## src/smsc_pkg.sv

```systemverilog
// Constants and types shared by the STOP standby controller and the core end.
// Assumes one 100 MHz clock and an asynchronous active-low reset.
package smsc_pkg;

	// ********************************
	// Timing
	// ********************************
	localparam int CLK_PERIOD_NS = 10;
	localparam int AMP_WAIT_US   = 5;
	// Least time, rounded up
	localparam int AMP_WAIT_CYC  = (AMP_WAIT_US * 1000 + CLK_PERIOD_NS - 1) / CLK_PERIOD_NS;
	localparam int CNT_W         = 13;
	localparam int OST_STEPS     = 5;

	// ********************************
	// Encodings
	// ********************************
	localparam logic [1:0] CLK_SRC_IHS  = 2'h0;
	localparam logic [1:0] CLK_SRC_XTAL = 2'h1;
	localparam logic [1:0] CLK_SRC_EXT  = 2'h2;
	localparam logic [1:0] CLK_SRC_SUB  = 2'h3;
	localparam logic [2:0] H1_SEL_LS    = 3'h5;
	localparam logic [2:0] H1_SEL_LS7   = 3'h6;
	localparam logic [2:0] H1_SEL_LS9   = 3'h7;
	localparam logic [2:0] OST_SEL_MAX  = 3'h4;

	// ********************************
	// Reset values
	// ********************************
	localparam logic [OST_STEPS-1:0] OST_RST = 5'h00;
	localparam logic                 LS_RST  = 1'b1;

	typedef enum logic [4:0] {
		SMSC_RUN  = 5'b00001,
		SMSC_STOP = 5'b00010,
		SMSC_HALT = 5'b00100,
		SMSC_STAB = 5'b01000,
		SMSC_AMPW = 5'b10000
	} smsc_dev_e;

	typedef enum logic [5:0] {
		SMSC_C_IDLE  = 6'b000001,
		SMSC_C_LSOFF = 6'b000010,
		SMSC_C_SWCLK = 6'b000100,
		SMSC_C_ISSUE = 6'b001000,
		SMSC_C_WAIT  = 6'b010000,
		SMSC_C_CHK   = 6'b100000
	} smsc_cpu_e;

endpackage

```

## src/smsc_if.sv

```systemverilog
// Link between the processor core and the STOP standby controller.
// Both ends run on the same clock; the testbench joins them.
`timescale 1ns/1ps
interface smsc_if #(
	parameter int N_IRQ = 8
);
	// Core to controller
	logic                  stop_exec;
	logic [1:0]            cpu_clk_sel;
	logic [N_IRQ-1:0]      irq_req;
	logic [N_IRQ-1:0]      irq_mask;
	logic                  irq_ack_en;
	logic                  high_speed_amp_bit;
	logic [2:0]            osc_stab_time_select;
	logic                  ls_osc_run_req;
	// Controller to core
	logic                  cpu_clk_en;
	logic                  in_standby;
	logic                  wake_vector;
	logic                  wake_next;
	logic                  reset_vector;
	logic [4:0]            osc_stab_counter_status;

	modport dev (
		input  stop_exec, cpu_clk_sel, irq_req, irq_mask, irq_ack_en,
		input  high_speed_amp_bit, osc_stab_time_select, ls_osc_run_req,
		output cpu_clk_en, in_standby, wake_vector, wake_next, reset_vector,
		output osc_stab_counter_status
	);

	modport cpu (
		output stop_exec, cpu_clk_sel, irq_req, irq_mask, irq_ack_en,
		output high_speed_amp_bit, osc_stab_time_select, ls_osc_run_req,
		input  cpu_clk_en, in_standby, wake_vector, wake_next, reset_vector,
		input  osc_stab_counter_status
	);
endinterface

```

## src/smsc_dev.sv

```systemverilog
// STOP standby controller: entry, fallback, wake waits and clock gating.
// Assumes the core holds its configuration stable while it issues a stop.
// How it works
// Stop accepted only on main clock
// Pending unmasked interrupt cancels standby immediately
// That case falls back to halt
// Fallback resumes after selected stabilization wait
// CPU clock gated during stop
// RAM and port latches retained
// Regulator in low current during stop
// Timer A runs only on pin clock
// Timer B runs only on pin clock
// H1 runs only on low-speed clocks
// Watchdog clock stops if low-speed stoppable
// Async serial needs running timer A clock
// Clocked serial needs external clock
// Low-speed oscillator keeps pre-stop state
// Software stops low-speed oscillator before stop
// Software restarts halted peripherals after wake
// Switch to internal clock before stop; code switches only for the crystal with fast wake requested
// Check stabilization status before crystal switch
// Amp bit adds 5 us resume wait; code omits it when the crystal is the CPU clock
// Unmasked interrupt releases, then vector or next
// Reset releases stop to reset vector
`timescale 1ns/1ps
module smsc_dev
	import smsc_pkg::*;
#(
	parameter int STAB_BASE_CYC = 256
) (
	input  wire logic  clk,
	input  wire logic  rst_n,
	smsc_if.dev        bus,
	input  wire logic  ls_sw_stoppable,
	input  wire logic  timer_a_clk_is_pin,
	input  wire logic  timer_b_clk_is_pin,
	input  wire logic  [2:0] timer_h1_clk_sel,
	input  wire logic  uart_clk_is_timer_a,
	input  wire logic  csi_clk_is_ext,
	output logic       main_osc_en,
	output logic       osc_6mhz_en,
	output logic       ls_osc_en,
	output logic       regulator_low_current,
	output logic       ram_retain,
	output logic       port_latch_retain,
	output logic       timer00_clk_en,
	output logic       timer_a_clk_en,
	output logic       timer_b_clk_en,
	output logic       timer_h1_clk_en,
	output logic       wdt_clk_en,
	output logic       uart_clk_en,
	output logic       csi_clk_en
);
	import smsc_pkg::*;

	generate
		if (STAB_BASE_CYC < 1 || STAB_BASE_CYC > 256)
		begin : g_bad_base
			$error("STAB_BASE_CYC must lie in 1..256");
		end
	endgenerate

	localparam logic [CNT_W-1:0] BASE = CNT_W'(STAB_BASE_CYC);
	localparam logic [CNT_W-1:0] AMP_LAST = CNT_W'(AMP_WAIT_CYC - 1);

	// ********************************
	// State
	// ********************************
	smsc_dev_e               state_r;
	smsc_dev_e               state_nxt;
	logic [CNT_W-1:0]        cnt_r;
	logic [2:0]              sel_r;
	logic [1:0]              src_r;
	logic                    amp_r;
	logic                    rst_seen_r;
	logic [OST_STEPS-1:0]    ost_r;
	logic                    unmasked;
	logic                    main_clk;
	logic                    wait_done;
	logic                    resume;
	logic                    stp_nxt;
	logic                    gate_nxt;
	logic                    ls_nxt;
	logic                    ta_nxt;

	function automatic logic [CNT_W-1:0] stab_len(input logic [2:0] sel);
		logic [2:0] s;
		s = (sel > OST_SEL_MAX) ? OST_SEL_MAX : sel;
		stab_len = BASE << s;
	endfunction

	assign unmasked = |(bus.irq_req & ~bus.irq_mask);
	assign main_clk = (bus.cpu_clk_sel != CLK_SRC_SUB);
	assign wait_done = (cnt_r == stab_len(sel_r) - CNT_W'(1));
	assign resume = (state_r != SMSC_RUN) && (state_nxt == SMSC_RUN);

	// ********************************
	// Sequencer
	// ********************************
	always_comb
	begin
		state_nxt = state_r;
		unique case (state_r)
			SMSC_RUN:
			begin
				// main clock only
				if (bus.stop_exec && main_clk)
				begin
					// pending cancels standby
					// fall back to halt
					state_nxt = unmasked ? SMSC_HALT : SMSC_STOP;
				end
			end
			SMSC_STOP:
			begin
				// interrupt releases stop
				if (unmasked)
					state_nxt = SMSC_STAB;
			end
			SMSC_HALT, SMSC_STAB:
			begin
				// full stabilization wait
				// extra amp wait
				if (wait_done)
					state_nxt = (amp_r && src_r != CLK_SRC_XTAL) ? SMSC_AMPW : SMSC_RUN;
			end
			SMSC_AMPW:
			begin
				if (cnt_r == AMP_LAST)
					state_nxt = SMSC_RUN;
			end
		endcase
	end

	// reset returns to run
	always_ff @(posedge clk or negedge rst_n)
	begin
		if (!rst_n)
			state_r <= SMSC_RUN;
		else
			state_r <= state_nxt;
	end

	// Counter restarts on each state change
	always_ff @(posedge clk or negedge rst_n)
	begin
		if (!rst_n)
			cnt_r <= '0;
		else if (state_nxt != state_r)
			cnt_r <= '0;
		else if (state_r != SMSC_RUN && state_r != SMSC_STOP)
			cnt_r <= cnt_r + CNT_W'(1);
	end

	// Settings captured at the stop instruction
	always_ff @(posedge clk or negedge rst_n)
	begin
		if (!rst_n)
		begin
			sel_r <= 3'h0;
			src_r <= CLK_SRC_IHS;
			amp_r <= 1'b0;
		end
		else if (state_r == SMSC_RUN && bus.stop_exec)
		begin
			sel_r <= bus.osc_stab_time_select;
			src_r <= bus.cpu_clk_sel;
			amp_r <= bus.high_speed_amp_bit;
		end
	end

	// Stabilization status fills as the wait passes each step
	always_ff @(posedge clk or negedge rst_n)
	begin
		if (!rst_n)
			ost_r <= OST_RST;
		else if (state_nxt == SMSC_STOP || (state_r == SMSC_RUN && state_nxt == SMSC_HALT))
			ost_r <= OST_RST;
		else if (state_r == SMSC_STAB || state_r == SMSC_HALT)
		begin
			for (int i = 0; i < OST_STEPS; i++)
				if (cnt_r == (BASE << i) - CNT_W'(1))
					ost_r[i] <= 1'b1;
		end
	end

	// ********************************
	// Core answers
	// ********************************
	always_ff @(posedge clk or negedge rst_n)
	begin
		if (!rst_n)
		begin
			bus.wake_vector <= 1'b0;
			bus.wake_next   <= 1'b0;
		end
		else
		begin
			// vector or next instruction
			bus.wake_vector <= resume && bus.irq_ack_en;
			bus.wake_next   <= resume && !bus.irq_ack_en;
		end
	end

	// one pulse after reset release
	always_ff @(posedge clk or negedge rst_n)
	begin
		if (!rst_n)
		begin
			rst_seen_r       <= 1'b0;
			bus.reset_vector <= 1'b0;
		end
		else
		begin
			rst_seen_r       <= 1'b1;
			bus.reset_vector <= !rst_seen_r;
		end
	end

	assign bus.osc_stab_counter_status = ost_r;

	// ********************************
	// Clock and power gating
	// ********************************
	assign stp_nxt  = (state_nxt == SMSC_STOP);
	// Peripherals stay gated until the oscillator is trusted again
	assign gate_nxt = stp_nxt || (state_nxt == SMSC_STAB);
	// hold low-speed state in stop
	assign ls_nxt   = gate_nxt ? ls_osc_en : (bus.ls_osc_run_req || !ls_sw_stoppable);
	// timer A on pin only
	assign ta_nxt   = !gate_nxt || timer_a_clk_is_pin;

	always_ff @(posedge clk or negedge rst_n)
	begin
		if (!rst_n)
		begin
			bus.cpu_clk_en        <= 1'b1;
			bus.in_standby        <= 1'b0;
			main_osc_en           <= 1'b1;
			osc_6mhz_en           <= 1'b1;
			ls_osc_en             <= LS_RST;
			regulator_low_current <= 1'b0;
			ram_retain            <= 1'b0;
			port_latch_retain     <= 1'b0;
			timer00_clk_en        <= 1'b1;
			timer_a_clk_en        <= 1'b1;
			timer_b_clk_en        <= 1'b1;
			timer_h1_clk_en       <= 1'b1;
			wdt_clk_en            <= LS_RST;
			uart_clk_en           <= 1'b1;
			csi_clk_en            <= 1'b1;
		end
		else
		begin
			// no CPU clock
			bus.cpu_clk_en        <= (state_nxt == SMSC_RUN);
			bus.in_standby        <= (state_nxt != SMSC_RUN);
			main_osc_en           <= !stp_nxt;
			osc_6mhz_en           <= !stp_nxt;
			ls_osc_en             <= ls_nxt;
			// low current regulator
			regulator_low_current <= stp_nxt;
			// retain RAM and latches
			ram_retain            <= gate_nxt;
			port_latch_retain     <= gate_nxt;
			timer00_clk_en        <= !gate_nxt;
			timer_a_clk_en        <= ta_nxt;
			// timer B on pin only
			timer_b_clk_en        <= !gate_nxt || timer_b_clk_is_pin;
			// H1 low-speed selections
			timer_h1_clk_en       <= !gate_nxt || (ls_nxt && (timer_h1_clk_sel == H1_SEL_LS
				|| timer_h1_clk_sel == H1_SEL_LS7 || timer_h1_clk_sel == H1_SEL_LS9));
			// watchdog on low-speed clock
			wdt_clk_en            <= ls_nxt && !(gate_nxt && ls_sw_stoppable);
			// needs running timer A
			uart_clk_en           <= !gate_nxt || (uart_clk_is_timer_a && ta_nxt);
			// external serial clock only
			csi_clk_en            <= !gate_nxt || csi_clk_is_ext;
		end
	end

endmodule // smsc_dev

```

## src/flat_wrapper.sv

```systemverilog
// flat-port wrapper written by rule: the top's interface ports become plain ports
module smsc_dev_flat import smsc_pkg::*;
#(
	parameter int STAB_BASE_CYC = 256
)
  (clk, rst_n, ls_sw_stoppable, timer_a_clk_is_pin, timer_b_clk_is_pin, timer_h1_clk_sel, uart_clk_is_timer_a, csi_clk_is_ext, main_osc_en, osc_6mhz_en, ls_osc_en, regulator_low_current, ram_retain, port_latch_retain, timer00_clk_en, timer_a_clk_en, timer_b_clk_en, timer_h1_clk_en, wdt_clk_en, uart_clk_en, csi_clk_en, bus_stop_exec, bus_cpu_clk_sel, bus_irq_req, bus_irq_mask, bus_irq_ack_en, bus_high_speed_amp_bit, bus_osc_stab_time_select, bus_ls_osc_run_req, bus_cpu_clk_en, bus_in_standby, bus_wake_vector, bus_wake_next, bus_reset_vector, bus_osc_stab_counter_status);
  smsc_if #(.N_IRQ(8)) bus_i ();
  input  wire logic clk;
  input  wire logic rst_n;
  input  wire logic ls_sw_stoppable;
  input  wire logic timer_a_clk_is_pin;
  input  wire logic timer_b_clk_is_pin;
  input  wire logic  [2:0] timer_h1_clk_sel;
  input  wire logic uart_clk_is_timer_a;
  input  wire logic csi_clk_is_ext;
  output logic main_osc_en;
  output logic osc_6mhz_en;
  output logic ls_osc_en;
  output logic regulator_low_current;
  output logic ram_retain;
  output logic port_latch_retain;
  output logic timer00_clk_en;
  output logic timer_a_clk_en;
  output logic timer_b_clk_en;
  output logic timer_h1_clk_en;
  output logic wdt_clk_en;
  output logic uart_clk_en;
  output logic csi_clk_en;
  input wire logic [$bits(bus_i.stop_exec)-1:0] bus_stop_exec;
  input wire logic [$bits(bus_i.cpu_clk_sel)-1:0] bus_cpu_clk_sel;
  input wire logic [$bits(bus_i.irq_req)-1:0] bus_irq_req;
  input wire logic [$bits(bus_i.irq_mask)-1:0] bus_irq_mask;
  input wire logic [$bits(bus_i.irq_ack_en)-1:0] bus_irq_ack_en;
  input wire logic [$bits(bus_i.high_speed_amp_bit)-1:0] bus_high_speed_amp_bit;
  input wire logic [$bits(bus_i.osc_stab_time_select)-1:0] bus_osc_stab_time_select;
  input wire logic [$bits(bus_i.ls_osc_run_req)-1:0] bus_ls_osc_run_req;
  output wire logic [$bits(bus_i.cpu_clk_en)-1:0] bus_cpu_clk_en;
  output wire logic [$bits(bus_i.in_standby)-1:0] bus_in_standby;
  output wire logic [$bits(bus_i.wake_vector)-1:0] bus_wake_vector;
  output wire logic [$bits(bus_i.wake_next)-1:0] bus_wake_next;
  output wire logic [$bits(bus_i.reset_vector)-1:0] bus_reset_vector;
  output wire logic [$bits(bus_i.osc_stab_counter_status)-1:0] bus_osc_stab_counter_status;
  assign bus_i.stop_exec = bus_stop_exec;
  assign bus_i.cpu_clk_sel = bus_cpu_clk_sel;
  assign bus_i.irq_req = bus_irq_req;
  assign bus_i.irq_mask = bus_irq_mask;
  assign bus_i.irq_ack_en = bus_irq_ack_en;
  assign bus_i.high_speed_amp_bit = bus_high_speed_amp_bit;
  assign bus_i.osc_stab_time_select = bus_osc_stab_time_select;
  assign bus_i.ls_osc_run_req = bus_ls_osc_run_req;
  assign bus_cpu_clk_en = bus_i.cpu_clk_en;
  assign bus_in_standby = bus_i.in_standby;
  assign bus_wake_vector = bus_i.wake_vector;
  assign bus_wake_next = bus_i.wake_next;
  assign bus_reset_vector = bus_i.reset_vector;
  assign bus_osc_stab_counter_status = bus_i.osc_stab_counter_status;
  smsc_dev #(.STAB_BASE_CYC(STAB_BASE_CYC)) u_core (.clk(clk), .rst_n(rst_n), .bus(bus_i), .ls_sw_stoppable(ls_sw_stoppable), .timer_a_clk_is_pin(timer_a_clk_is_pin), .timer_b_clk_is_pin(timer_b_clk_is_pin), .timer_h1_clk_sel(timer_h1_clk_sel), .uart_clk_is_timer_a(uart_clk_is_timer_a), .csi_clk_is_ext(csi_clk_is_ext), .main_osc_en(main_osc_en), .osc_6mhz_en(osc_6mhz_en), .ls_osc_en(ls_osc_en), .regulator_low_current(regulator_low_current), .ram_retain(ram_retain), .port_latch_retain(port_latch_retain), .timer00_clk_en(timer00_clk_en), .timer_a_clk_en(timer_a_clk_en), .timer_b_clk_en(timer_b_clk_en), .timer_h1_clk_en(timer_h1_clk_en), .wdt_clk_en(wdt_clk_en), .uart_clk_en(uart_clk_en), .csi_clk_en(csi_clk_en));
endmodule
```

## config.mk

```make
export PLATFORM = sky130hd
export DESIGN_NAME = smsc_dev_flat
export DESIGN_NICKNAME = d
export VERILOG_FILES = /design/src/smsc_pkg.sv /design/src/smsc_if.sv /design/src/smsc_dev.sv /design/src/flat_wrapper.sv
export SDC_FILE = /design/constraint.sdc
export NUM_CORES = 1
export LEC_CHECK = 0
export ABC_AREA = 1
export BUFFER_PORTS_ARGS = -buffer_cell sky130_fd_sc_hd__clkbuf_2
export CAP_MARGIN = 10
export CORE_AREA = 2 2 73 75
export CTS_BUF_LIST = sky130_fd_sc_hd__clkbuf_4 sky130_fd_sc_hd__clkbuf_8
export DETAILED_ROUTE_END_ITERATION = 8
export DIE_AREA = 0 0 75 77
export HOLD_SLACK_MARGIN = 0.1
export MAX_ROUTING_LAYER = met4
export PLACE_DENSITY = 0.83
export SLEW_MARGIN = 5
export SYNTH_ARGS = -nofsm -noshare
export SYNTH_HDL_FRONTEND = slang
export SYNTH_SLANG_ARGS = --single-unit
export TNS_END_PERCENT = 50
```

## constraint.sdc

```tcl
create_clock -name clk -period 2 [get_ports clk]
set_clock_uncertainty 0.1 [all_clocks]
set_input_delay 0.6 -clock clk [delete_from_list [all_inputs] [get_ports clk]]
set_output_delay 0.6 -clock clk [all_outputs]
set_load 0.03 [all_outputs]
```

==> flow_metrics.env, run 1 <==
export IMPL_outcome="complete, but fails checks"
export IMPL_violations="negative setup slack"
export IMPL_synthMostInstantiatedCell="sky130_fd_sc_hd__nand2_1"
export IMPL_post_route_core_utilization_pct=67.2
export IMPL_drt_initial_drc_count=160
export IMPL_clock_path_buffers=2
export IMPL_top_level_ports=58
export IMPL_worstPathMaxFanout=5
export IMPL_floorplan_rows=26
export IMPL_synth_top_area_share_pct=36.1
export IMPL_setup_worst_path_end_class="flop"
export IMPL_port_buffer_count=57
export IMPL_crit_reg2reg_launch="u_core.cnt_r[0]"
export IMPL_wl_mm=6.03
export IMPL_worstSkewPairLatency_ns=0.31
export IMPL_synth_yosys_warnings=0
export IMPL_die_width_um=75
export IMPL_first_global_vias=2190
export IMPL_filler_cell_count=369
export IMPL_post_synth_top_area_cell="sky130_fd_sc_hd__dfrtp_1"
export IMPL_ys_top_cells_by_area="sky130_fd_sc_hd__dfrtp_1 36%, sky130_fd_sc_hd__dfstp_2 12%, sky130_fd_sc_hd__nand2_1 8.5%, sky130_fd_sc_hd__inv_1 5.7%, sky130_fd_sc_hd__nor2_1 5.6%"
export IMPL_rrSetupSlack_ns=-0.12
export IMPL_clock_tree_htree_level_count=2
export IMPL_rsz_0062_raised_after_global_routing="true"
export IMPL_first_pass_grt_wire_length_mm=9.92
export IMPL_layout_min_cycle_time_ns=2.12
export IMPL_synthesis_area_um2=2420
export IMPL_route_detailed_wl_per_inst_um=13.1
export IMPL_cts_root_buffer="sky130_fd_sc_hd__clkbuf_8"
export IMPL_critical_path_startpoint_type="flop"
export IMPL_drtPass1Iterations=4
export IMPL_critPathRequiredTime_ns=2.13
export IMPL_vias_per_cell=4.91
export IMPL_layout_cell_area_non_filler_um2=3340
export IMPL_cp_data_arrival_time_ns=2.26
export IMPL_synthesized_netlist_net_count=321
export IMPL_vdd_drop_max_mv=0.736
export IMPL_antenna_cells=0
export IMPL_grt_overflow_total=0
export IMPL_cts_inserted_buffers=5
export IMPL_share_of_flip_flops_with_an_asynchronous_set_or_reset_pct=100
export IMPL_antenna_left=0
export IMPL_hold_viol=0
export IMPL_post_cts_hold_buffer_count=0
export IMPL_post_route_cells_drive_above_1_share_pct=47.9
export IMPL_max_freq_mhz=472
export IMPL_initial_utilization_pct=48.7
export IMPL_timing_worst_setup_path_type="flop to flop"
export IMPL_path_depth_of_the_worst_reg2reg_path=13
export IMPL_ys_seq_area_share_pct=48.1
export IMPL_pwr_density_cell_nw_per_um2=1450
export IMPL_grt_use_total_pct=22.6
export IMPL_timing_final_max_slew_violations=0
export IMPL_timing_hold_worst_class="primary input to asynchronous set/reset pin"
export IMPL_tns_ns=-1.40
export IMPL_vias=2258
export IMPL_final_period_utilization_pct=106
export IMPL_synth_cells_most_frequent="55 x sky130_fd_sc_hd__nand2_1, 37 x sky130_fd_sc_hd__inv_1, 36 x sky130_fd_sc_hd__nor2_1, 35 x sky130_fd_sc_hd__dfrtp_1, 16 x sky130_fd_sc_hd__nor2_2"
export IMPL_leakagePower_nw=1.73
export IMPL_fin_nets=425
export IMPL_finalSetupViolCount=26
export IMPL_areaGrowthSynthToFinish_pct=37.9
export IMPL_synth_top_flop_cell="sky130_fd_sc_hd__dfrtp_1"
export IMPL_postPlaceCellArea_um2=3010
export IMPL_placeableCoreArea_um2=4980
export IMPL_netlist_instances=285
export IMPL_synth_edff_count=0
export IMPL_cts_sink_count=46
export IMPL_ys_seq_elements=46
export IMPL_place_detailed_hpwl_mm=4.13
export IMPL_die_y_um=77
export IMPL_detail_route_drc_violations=0
export IMPL_path_clk_slew_ns=0.08
export IMPL_placer_s_final_routability_congestion_estimate=0.920
export IMPL_setup_slack_ns=-0.120
export IMPL_antenna_found_initial=0
export IMPL_grt_start_max_net_pins=47
export IMPL_cap_violations=0
export IMPL_syn_avg_cell_area_um2=8.50
export IMPL_cts_tree="done"
export IMPL_synth_cell_types=38
export IMPL_rr_endpoint="u_core.csi_clk_en"
export IMPL_die_area_um2=5780
## metrics by stage
| step | hold slack, ns | setup slack, ns | total power, mW | cells |
|---|---|---|---|---|
| final | 0.159 | -0.120 | 4.84 | 460 |
| after global routing | 0.177 | -0.253 | 5.12 | 460 |
| after CTS | 0.176 | -0.00672 | 4.57 | 455 |
| after detailed placement | 0.280 | -0.177 | 3.60 | 437 |
| after global placement | 0.271 | -0.137 | 3.53 | 437 |
| after floorplan | 0.204 | 0.0756 | 2.87 | 285 |
## cells by family (layout without fill, tap and decap cells)
group	after synthesis	in the layout	share of synthesized area, %
mux	3	3	1.34
simple gates	154	154	32.1
compound gates	22	22	5.68
fa+ha+maj	1	1	0.516
other cells	1	1	0.155
xor+xnor	12	12	4.34
buf+inv	46	151	7.80
flops	46	46	48.1
## critical path, stage by stage, from the launching register on
cell,delay [ns]
sky130_fd_sc_hd__dfrtp_1,0.38
sky130_fd_sc_hd__ha_2,0.21
sky130_fd_sc_hd__nand2_2,0.07
sky130_fd_sc_hd__nor2_4,0.12
sky130_fd_sc_hd__nand2_4,0.07
sky130_fd_sc_hd__a21oi_4,0.16
sky130_fd_sc_hd__nand2_2,0.11
sky130_fd_sc_hd__nand3_2,0.10
sky130_fd_sc_hd__nand2_2,0.07
sky130_fd_sc_hd__nor2_1,0.17
sky130_fd_sc_hd__nand2_2,0.10
sky130_fd_sc_hd__nor2_4,0.12
sky130_fd_sc_hd__nor2_4,0.05
sky130_fd_sc_hd__or2_1,0.21
## routing by layer
layer	up-vias	global-route usage (%)	share of wire [%]
li1	1093	-	-
met1	1054	26.9	40
met2	92	37.0	53
met3	19	4.07	4.4
met4	0	9.29	2.6
met5	-	-	0
## placed cells by master (no fill, tap or decap), drive strengths merged, types with 2 or more instances in the layout
master   n
a21oi    9
mux2     2
o21ai    7
nand3   20
dfstp   11
clkbuf  63
buf     43
dfrtp   35
a31oi    2
xor2    11
nand2   62
nor3     4
nor2    56
inv     42
or2      4
a21boi   2
nand4    7
## power breakdown
group | internal [mW] | switching [mW] | leakage, nW | total, mW
clock | 0.386 | 0.322 | 0.0548 | 0.708
sequential | 1.25 | 0.172 | 0.569 | 1.42
combinational | 1.08 | 1.63 | 1.10 | 2.71
total | 2.71 | 2.13 | 1.73 | 4.84
## layout make-up
| type | count | area, um^2 | share of cell area [%] |
|---|---|---|---|
| Sequential cell | 46 | 1170 | 34.9 |
| Multi-Input combinational cell | 193 | 1170 | 34.9 |
| Inverter | 43 | 169 | 5.05 |
| Tap cell | 70 | 87.6 | 2.62 |
| Clock buffer | 6 | 76.3 | 2.28 |
| Timing Repair Buffer | 100 | 641 | 19.2 |
| Clock inverter | 2 | 37.5 | 1.12 |
## registers in the layout, summed over array words and instances (netlist names), 2 cells and up
signal,count
u_core.cnt_r,13
u_core.state_r,5
u_core.bus.osc_stab_counter_status,5
u_core.sel_r,3
u_core.src_r,2
## how the worst max path moves through the flow
| stage | from | to | slack [ns] | depth (start not counted) |
|---|---|---|---|---|
| after floorplan | u_core.cnt_r[0] | u_core.cnt_r[9] | 0.08 | 15 |
| after global placement | bus_irq_req[7] | u_core.cnt_r[1] | -0.14 | 16 |
| after detailed placement | bus_irq_req[7] | u_core.cnt_r[3] | -0.18 | 16 |
| after CTS | u_core.cnt_r[0] | u_core.csi_clk_en | -0.007 | 14 |
| after global routing | u_core.cnt_r[0] | u_core.csi_clk_en | -0.25 | 13 |
| final | u_core.cnt_r[0] | u_core.csi_clk_en | -0.12 | 13 |
## repair_timing
item                                    in CTS  in global routing
endpoints found under the hold margin        0                  0
resized for setup                           20                 13
endpoints found under the setup margin      23                 29
pin swaps                                   16                  8
buffers inserted                            10                  6
No activity file was read; power rests on OpenSTA's default activity.
==> run 2: changes to the inputs <==
BUFFER_PORTS_ARGS = not set   (was -buffer_cell sky130_fd_sc_hd__clkbuf_2)
CAP_MARGIN = not set   (was 10)
CORE_AREA = 2 2 68 70   (was 2 2 73 75)
DIE_AREA = 0 0 70 72   (was 0 0 75 77)
DONT_BUFFER_PORTS = 1   (was not set)
PLACE_DENSITY = 0.81   (was 0.83)
TNS_END_PERCENT = 10   (was 50)
==> run 2 against run 1 <==
Against the previous run:
- the run still ends with negative setup slack left
- die area down 13%
- critical path depth down 1
- count of clock-buffer cells in the layout up 1
- first-iteration DRC count up 11%
- via count down 11%
- critical endpoint is now u_core.cnt_r[8]
- highest routed layer unchanged
==> flow_metrics.env, run 2 (synthesis gave the netlist of run 1 again) <==
export IMPL_setup_worst_path_end_class="flop"
export IMPL_hold_ws_ns=0.255
export IMPL_dp_cells=365
export IMPL_antenna_left=0
export IMPL_drtPass1Iterations=4
export IMPL_die_area_um2=5040
export IMPL_areaGrowthSynthToFinish_pct=19.6
export IMPL_layout_cell_area_non_filler_um2=2900
export IMPL_route_detailed_wl_per_inst_um=13.6
export IMPL_drt_initial_drc_count=177
export IMPL_postPlaceCellArea_um2=2710
export IMPL_cp_data_arrival_time_ns=2.22
export IMPL_pre_cts_slack_ns=-0.133
export IMPL_largest_register="u_core.cnt_r"
export IMPL_violations="negative setup slack"
export IMPL_timing_hold_worst_class="primary input to flop"
export IMPL_first_pass_grt_wire_length_mm=8.27
export IMPL_cts_tree="done"
export IMPL_fin_nets=361
export IMPL_initial_utilization_pct=56.8
export IMPL_hold_viol=0
export IMPL_tns_ns=-0.919
export IMPL_place_detailed_hpwl_mm=3.83
export IMPL_grt_use_total_pct=21.5
export IMPL_die_width_um=70
export IMPL_finalSetupViolCount=17
export IMPL_rsz_0062_raised_after_global_routing="true"
export IMPL_final_common_cell="sky130_fd_sc_hd__nand2_1"
export IMPL_detail_route_drc_violations=0
export IMPL_post_route_core_utilization_pct=68.0
export IMPL_setup_slack_ns=-0.0954
export IMPL_final_instance_count_excl_fill=378
export IMPL_timing_worst_setup_path_type="flop to flop"
export IMPL_final_period_utilization_pct=105
export IMPL_finalPower_mw=4.14
export IMPL_antenna_cells=0
export IMPL_critPathRequiredTime_ns=2.13
export IMPL_maxSlewHeadroom_pct=64.3
export IMPL_vdd_drop_max_mv=1.18
export IMPL_cts_root_buffer="sky130_fd_sc_hd__clkbuf_8"
export IMPL_path_clk_slew_ns=0.08
export IMPL_worstPathMaxFanout=13
export IMPL_outcome="complete, but fails checks"
export IMPL_worst_slew_pin_transition_ns=0.536
export IMPL_floorplan_rows=24
export IMPL_cap_violations=0
export IMPL_largest_register_ffs=13
export IMPL_leakagePower_nw=1.43
export IMPL_die_y_um=72
export IMPL_top_level_ports=58
export IMPL_critical_path_startpoint_type="flop"
export IMPL_first_global_vias=1893
export IMPL_timing_final_max_slew_violations=0
export IMPL_mostFrequentLayoutCells="51 x sky130_fd_sc_hd__nand2_1, 35 x sky130_fd_sc_hd__inv_1, 34 x sky130_fd_sc_hd__dfrtp_1"
export IMPL_grt_overflow_total=0
export IMPL_placer_s_final_routability_congestion_estimate=0.983
export IMPL_max_freq_mhz=477
export IMPL_clock_path_buffers=2
export IMPL_port_buffer_count=0
export IMPL_layout_min_cycle_time_ns=2.10
export IMPL_worstSkewPairLatency_ns=0.30
export IMPL_cts_sink_count=46
export IMPL_grt_start_max_net_pins=47
export IMPL_pwr_density_cell_nw_per_um2=1430
export IMPL_antenna_found_initial=0
export IMPL_clock_tree_htree_level_count=2
export IMPL_vias=1999
export IMPL_vias_per_cell=5.29
export IMPL_post_route_cells_drive_above_1_share_pct=34.7
export IMPL_placeableCoreArea_um2=4260
export IMPL_wl_mm=5.14
export IMPL_cts_inserted_buffers=5
==> run 2: changes by cell type in the layout (fill, tap and decap cells not counted), moves of 3 or more <==
cell,delta
sky130_fd_sc_hd__clkbuf_2,-57
sky130_fd_sc_hd__nor2_2,+3
sky130_fd_sc_hd__nand2_1,+6
sky130_fd_sc_hd__buf_4,-6
sky130_fd_sc_hd__nor2_4,-3
sky130_fd_sc_hd__nand3_1,+3
sky130_fd_sc_hd__nand2_2,-5
==> run 2: per-layer routing <==
layer / vias to the layer above / track usage, % / share of wire (%)
li1: 964 / - / -
met1: 955 / 24.1 / 40
met2: 62 / 36.4 / 51
met3: 18 / 4.58 / 5.3
met4: 0 / 11.3 / 3.0
met5: - / - / 0
==> run 2: area by class of cell <==
class	instances	area (um^2)
fill	322	1370
multi-input combinational	193	1110
clock inverter	1	7.51
clock buffer	7	83.8
timing repair buffer	36	305
inverter	43	163
tap	52	65.1
sequential	46	1170
==> run 2: path summary, 6_finish.rpt <==
path | startpoint | endpoint | slack (ns) | depth (start not counted)
worst min-delay path | bus_irq_ack_en | u_core.bus.wake_next | 0.25 | 1
worst max-delay path | u_core.cnt_r[12] | u_core.cnt_r[8] | -0.1 | 12
worst max register to register | u_core.cnt_r[12] | u_core.cnt_r[8] | -0.1 | 12
max in group asynchronous | rst_n | u_core.ls_osc_en | 0.84 | 2
min in group asynchronous | rst_n | u_core.cnt_r[10] | 0.70 | 2
worst min register to register | u_core.rst_seen_r | u_core.bus.reset_vector | 0.29 | 1
==> run 2: what timing repair did <==
item | CTS | global route
setup endpoints to repair | 22 | 30
setup buffers | 1 | 2
cloned | 0 | 0
gates resized for setup | 4 | 11
endpoints found under the hold margin | 46 | 0
pin swaps | 1 | 4
hold buffers | 2 | 0
==> run 2: critical path, cell delays in order, from the launching register on <==
cell and delay, ns:
sky130_fd_sc_hd__dfrtp_1 0.42, sky130_fd_sc_hd__inv_1 0.13, sky130_fd_sc_hd__nand2_1 0.08, sky130_fd_sc_hd__nor2_1 0.16, sky130_fd_sc_hd__nand2_2 0.09, sky130_fd_sc_hd__nor2_4 0.12, sky130_fd_sc_hd__nand4_1 0.19, sky130_fd_sc_hd__nand3_2 0.17
sky130_fd_sc_hd__a21oi_2 0.08, sky130_fd_sc_hd__nor2_2 0.12, sky130_fd_sc_hd__nand3_2 0.10, sky130_fd_sc_hd__buf_12 0.17, sky130_fd_sc_hd__nor2_2 0.10
==> run 2: power breakdown <==
part | leakage (nW) | internal (mW) | switching (mW) | total, mW
combinational | 0.817 | 0.762 | 1.05 | 1.81
sequential | 0.570 | 1.26 | 0.489 | 1.75
clock | 0.0453 | 0.275 | 0.305 | 0.580
==> run 3: changes to the inputs <==
RECOVER_POWER = 50   (was not set)
==> run 3 against run 2 <==
Against the previous run:
- the run still ends with negative setup slack left
- largest cell class unchanged
- first-iteration DRC count down 7.3%
- routed wire length about the same
- count of clock-buffer cells in the layout unchanged
- global-route usage unchanged
- cell count unchanged
- register-to-register slack about the same
- maximum frequency about the same
==> flow_metrics.env, run 3 (synthesis gave the netlist of run 1 again) <==
export IMPL_outcome="complete, but fails checks"
export IMPL_violations="negative setup slack"
export IMPL_rrSetupSlack_ns=-0.1
export IMPL_rsz_0062_raised_after_global_routing="true"
export IMPL_clock_tree_htree_level_count=2
export IMPL_die_area_um2=5040
export IMPL_die_width_um=70
export IMPL_mostFrequentLayoutCells="51 x sky130_fd_sc_hd__nand2_1, 35 x sky130_fd_sc_hd__inv_1, 34 x sky130_fd_sc_hd__dfrtp_1"
export IMPL_pwr_share_clk_pct=14.0
export IMPL_timing_final_max_slew_violations=0
export IMPL_vias=1994
export IMPL_drt_initial_drc_count=164
export IMPL_top_level_ports=58
export IMPL_timing_critical_path_max_delay_family="simple AND/OR/NAND/NOR gates"
export IMPL_route_detailed_wl_per_inst_um=13.6
export IMPL_cp_data_arrival_time_ns=2.23
export IMPL_setup_slack_ns=-0.0959
export IMPL_antenna_left=0
export IMPL_largest_register_ffs=13
export IMPL_final_common_cell="sky130_fd_sc_hd__nand2_1"
export IMPL_drtPass1Iterations=4
export IMPL_grt_overflow_total=0
export IMPL_vias_per_cell=5.28
export IMPL_critPathRequiredTime_ns=2.13
export IMPL_setup_worst_path_end_class="flop"
export IMPL_initial_utilization_pct=56.8
export IMPL_p_comb_share_pct=43.6
export IMPL_wl_mm=5.14
export IMPL_pwr_density_cell_nw_per_um2=1440
export IMPL_post_route_cells_drive_above_1_share_pct=34.7
export IMPL_worst_slew_pin_transition_ns=1.11
export IMPL_max_stage_delay_ns=0.43
export IMPL_timing_worst_setup_path_type="flop to flop"
export IMPL_vdd_drop_max_mv=1.17
export IMPL_antenna_found_initial=0
export IMPL_slowest_stage="sky130_fd_sc_hd__dfrtp_1"
export IMPL_detail_route_drc_violations=0
export IMPL_grt_use_total_pct=21.5
export IMPL_place_detailed_hpwl_mm=3.83
export IMPL_critical_path_cell_count=12
export IMPL_critPathBufInv=2
export IMPL_finalSetupViolCount=17
export IMPL_max_freq_mhz=477
export IMPL_largest_register="u_core.cnt_r"
export IMPL_p_sw_mw=1.84
export IMPL_layout_min_cycle_time_ns=2.10
export IMPL_areaGrowthSynthToFinish_pct=18.7
export IMPL_first_global_vias=1893
export IMPL_worstPathMaxFanout=13
export IMPL_share_seq_of_total_power_pct=42.3
export IMPL_finalPower_mw=4.13
export IMPL_path_depth_of_the_worst_reg2reg_path=12
export IMPL_first_pass_grt_wire_length_mm=8.27
export IMPL_final_period_utilization_pct=105
export IMPL_leakagePower_nw=1.42
export IMPL_die_y_um=72
export IMPL_floorplan_rows=24
export IMPL_cell_depth_of_the_worst_hold_path=1
export IMPL_antenna_cells=0
export IMPL_placer_s_final_routability_congestion_estimate=0.983
export IMPL_cap_violations=0
export IMPL_placeableCoreArea_um2=4260
export IMPL_clock_path_buffers=2
export IMPL_hold_viol=0
export IMPL_cts_sink_count=46
export IMPL_maxSlewHeadroom_pct=26.3
export IMPL_path_clk_slew_ns=0.08
export IMPL_post_route_core_utilization_pct=67.5
export IMPL_cts_inserted_buffers=5
export IMPL_timing_critical_path_cells="inv_1 -> nand2_1 -> nor2_1 -> nand2_2 -> nor2_4 -> nand4_1 -> nand3_2 -> a21oi_2 -> nor2_2 -> nand3_2 -> buf_12 -> nor2_2"
export IMPL_timing_hold_worst_class="primary input to flop"
export IMPL_fin_nets=361
export IMPL_worstSkewPairLatency_ns=0.30
export IMPL_critical_path_startpoint_type="flop"
export IMPL_switching_share_pct=44.5
export IMPL_cts_root_buffer="sky130_fd_sc_hd__clkbuf_8"
export IMPL_cts_tree="done"
export IMPL_port_buffer_count=0
export IMPL_p_int_mw=2.29
export IMPL_grt_start_max_net_pins=47
run 3: worst paths after layout:
check,startpoint,end
setup / recovery,u_core.cnt_r[12],u_core.cnt_r[8]
hold / removal,bus_irq_ack_en,u_core.bus.wake_next
setup reg to reg,u_core.cnt_r[12],u_core.cnt_r[8]
hold reg to reg,u_core.rst_seen_r,u_core.bus.reset_vector
max in group asynchronous,rst_n,u_core.sel_r[2]
min in group asynchronous,rst_n,u_core.sel_r[1]
run 3: area by class of cell:
type	instances	area, um^2
clock buffers	7	83.8
clock inverters	1	7.51
fillers	325	1390
inverters	43	163
multi-input cells	193	1110
flip-flops and latches	46	1170
well taps	52	65.1
repair buffers	36	283
run 3: timing repair:
action,CTS,global route
hold buffers,2,0
setup endpoints to repair,22,30
cloned,0,0
endpoints found under the hold margin,46,0
resized for setup,4,11
pin swaps,1,4
setup buffers,1,2
run 3: power groups by stage:
stage          logic (mW)  clock network (mW)  registers (mW)
6_report             1.80               0.580            1.75
3_5_place_dp         1.73                   0            1.76
2_1_floorplan        1.18                   0            1.68
4_1_cts              1.76               0.595            1.74
5_1_grt              1.99               0.626            1.78
3_3_place_gp         1.67                   0            1.75
run 3: metrics by stage:
step / setup TNS, ns / setup slack [ns] / area, um^2 / hold slack [ns] / cells
final: -0.925 / -0.0959 / 2880 / 0.255 / 378
after global routing: -6.01 / -0.194 / 2880 / 0.248 / 378
after CTS: -0.331 / -0.0466 / 2860 / 0.250 / 376
after detailed placement: -2.24 / -0.133 / 2710 / 0.206 / 365
after global placement: -1.05 / -0.0968 / 2710 / 0.206 / 365
after floorplan: 0 / 0.0756 / 2420 / 0.204 / 285
run 3: per-layer routing:
metal / wire [um] / up-vias / GRT usage (%)
met5: 0 / - / -
met4: 153 / 0 / 11.3
met3: 270 / 18 / 4.58
met2: 2640 / 62 / 36.4
met1: 2080 / 950 / 24.1
li1: - / 964 / -
run 3: worst register-to-register path: stages (launching register included):
cell	delay, ns
sky130_fd_sc_hd__dfrtp_1	0.43
sky130_fd_sc_hd__inv_1	0.13
sky130_fd_sc_hd__nand2_1	0.08
sky130_fd_sc_hd__nor2_1	0.16
sky130_fd_sc_hd__nand2_2	0.09
sky130_fd_sc_hd__nor2_4	0.12
sky130_fd_sc_hd__nand4_1	0.19
sky130_fd_sc_hd__nand3_2	0.17
sky130_fd_sc_hd__a21oi_2	0.08
sky130_fd_sc_hd__nor2_2	0.12
sky130_fd_sc_hd__nand3_2	0.10
sky130_fd_sc_hd__buf_12	0.17
sky130_fd_sc_hd__nor2_2	0.10
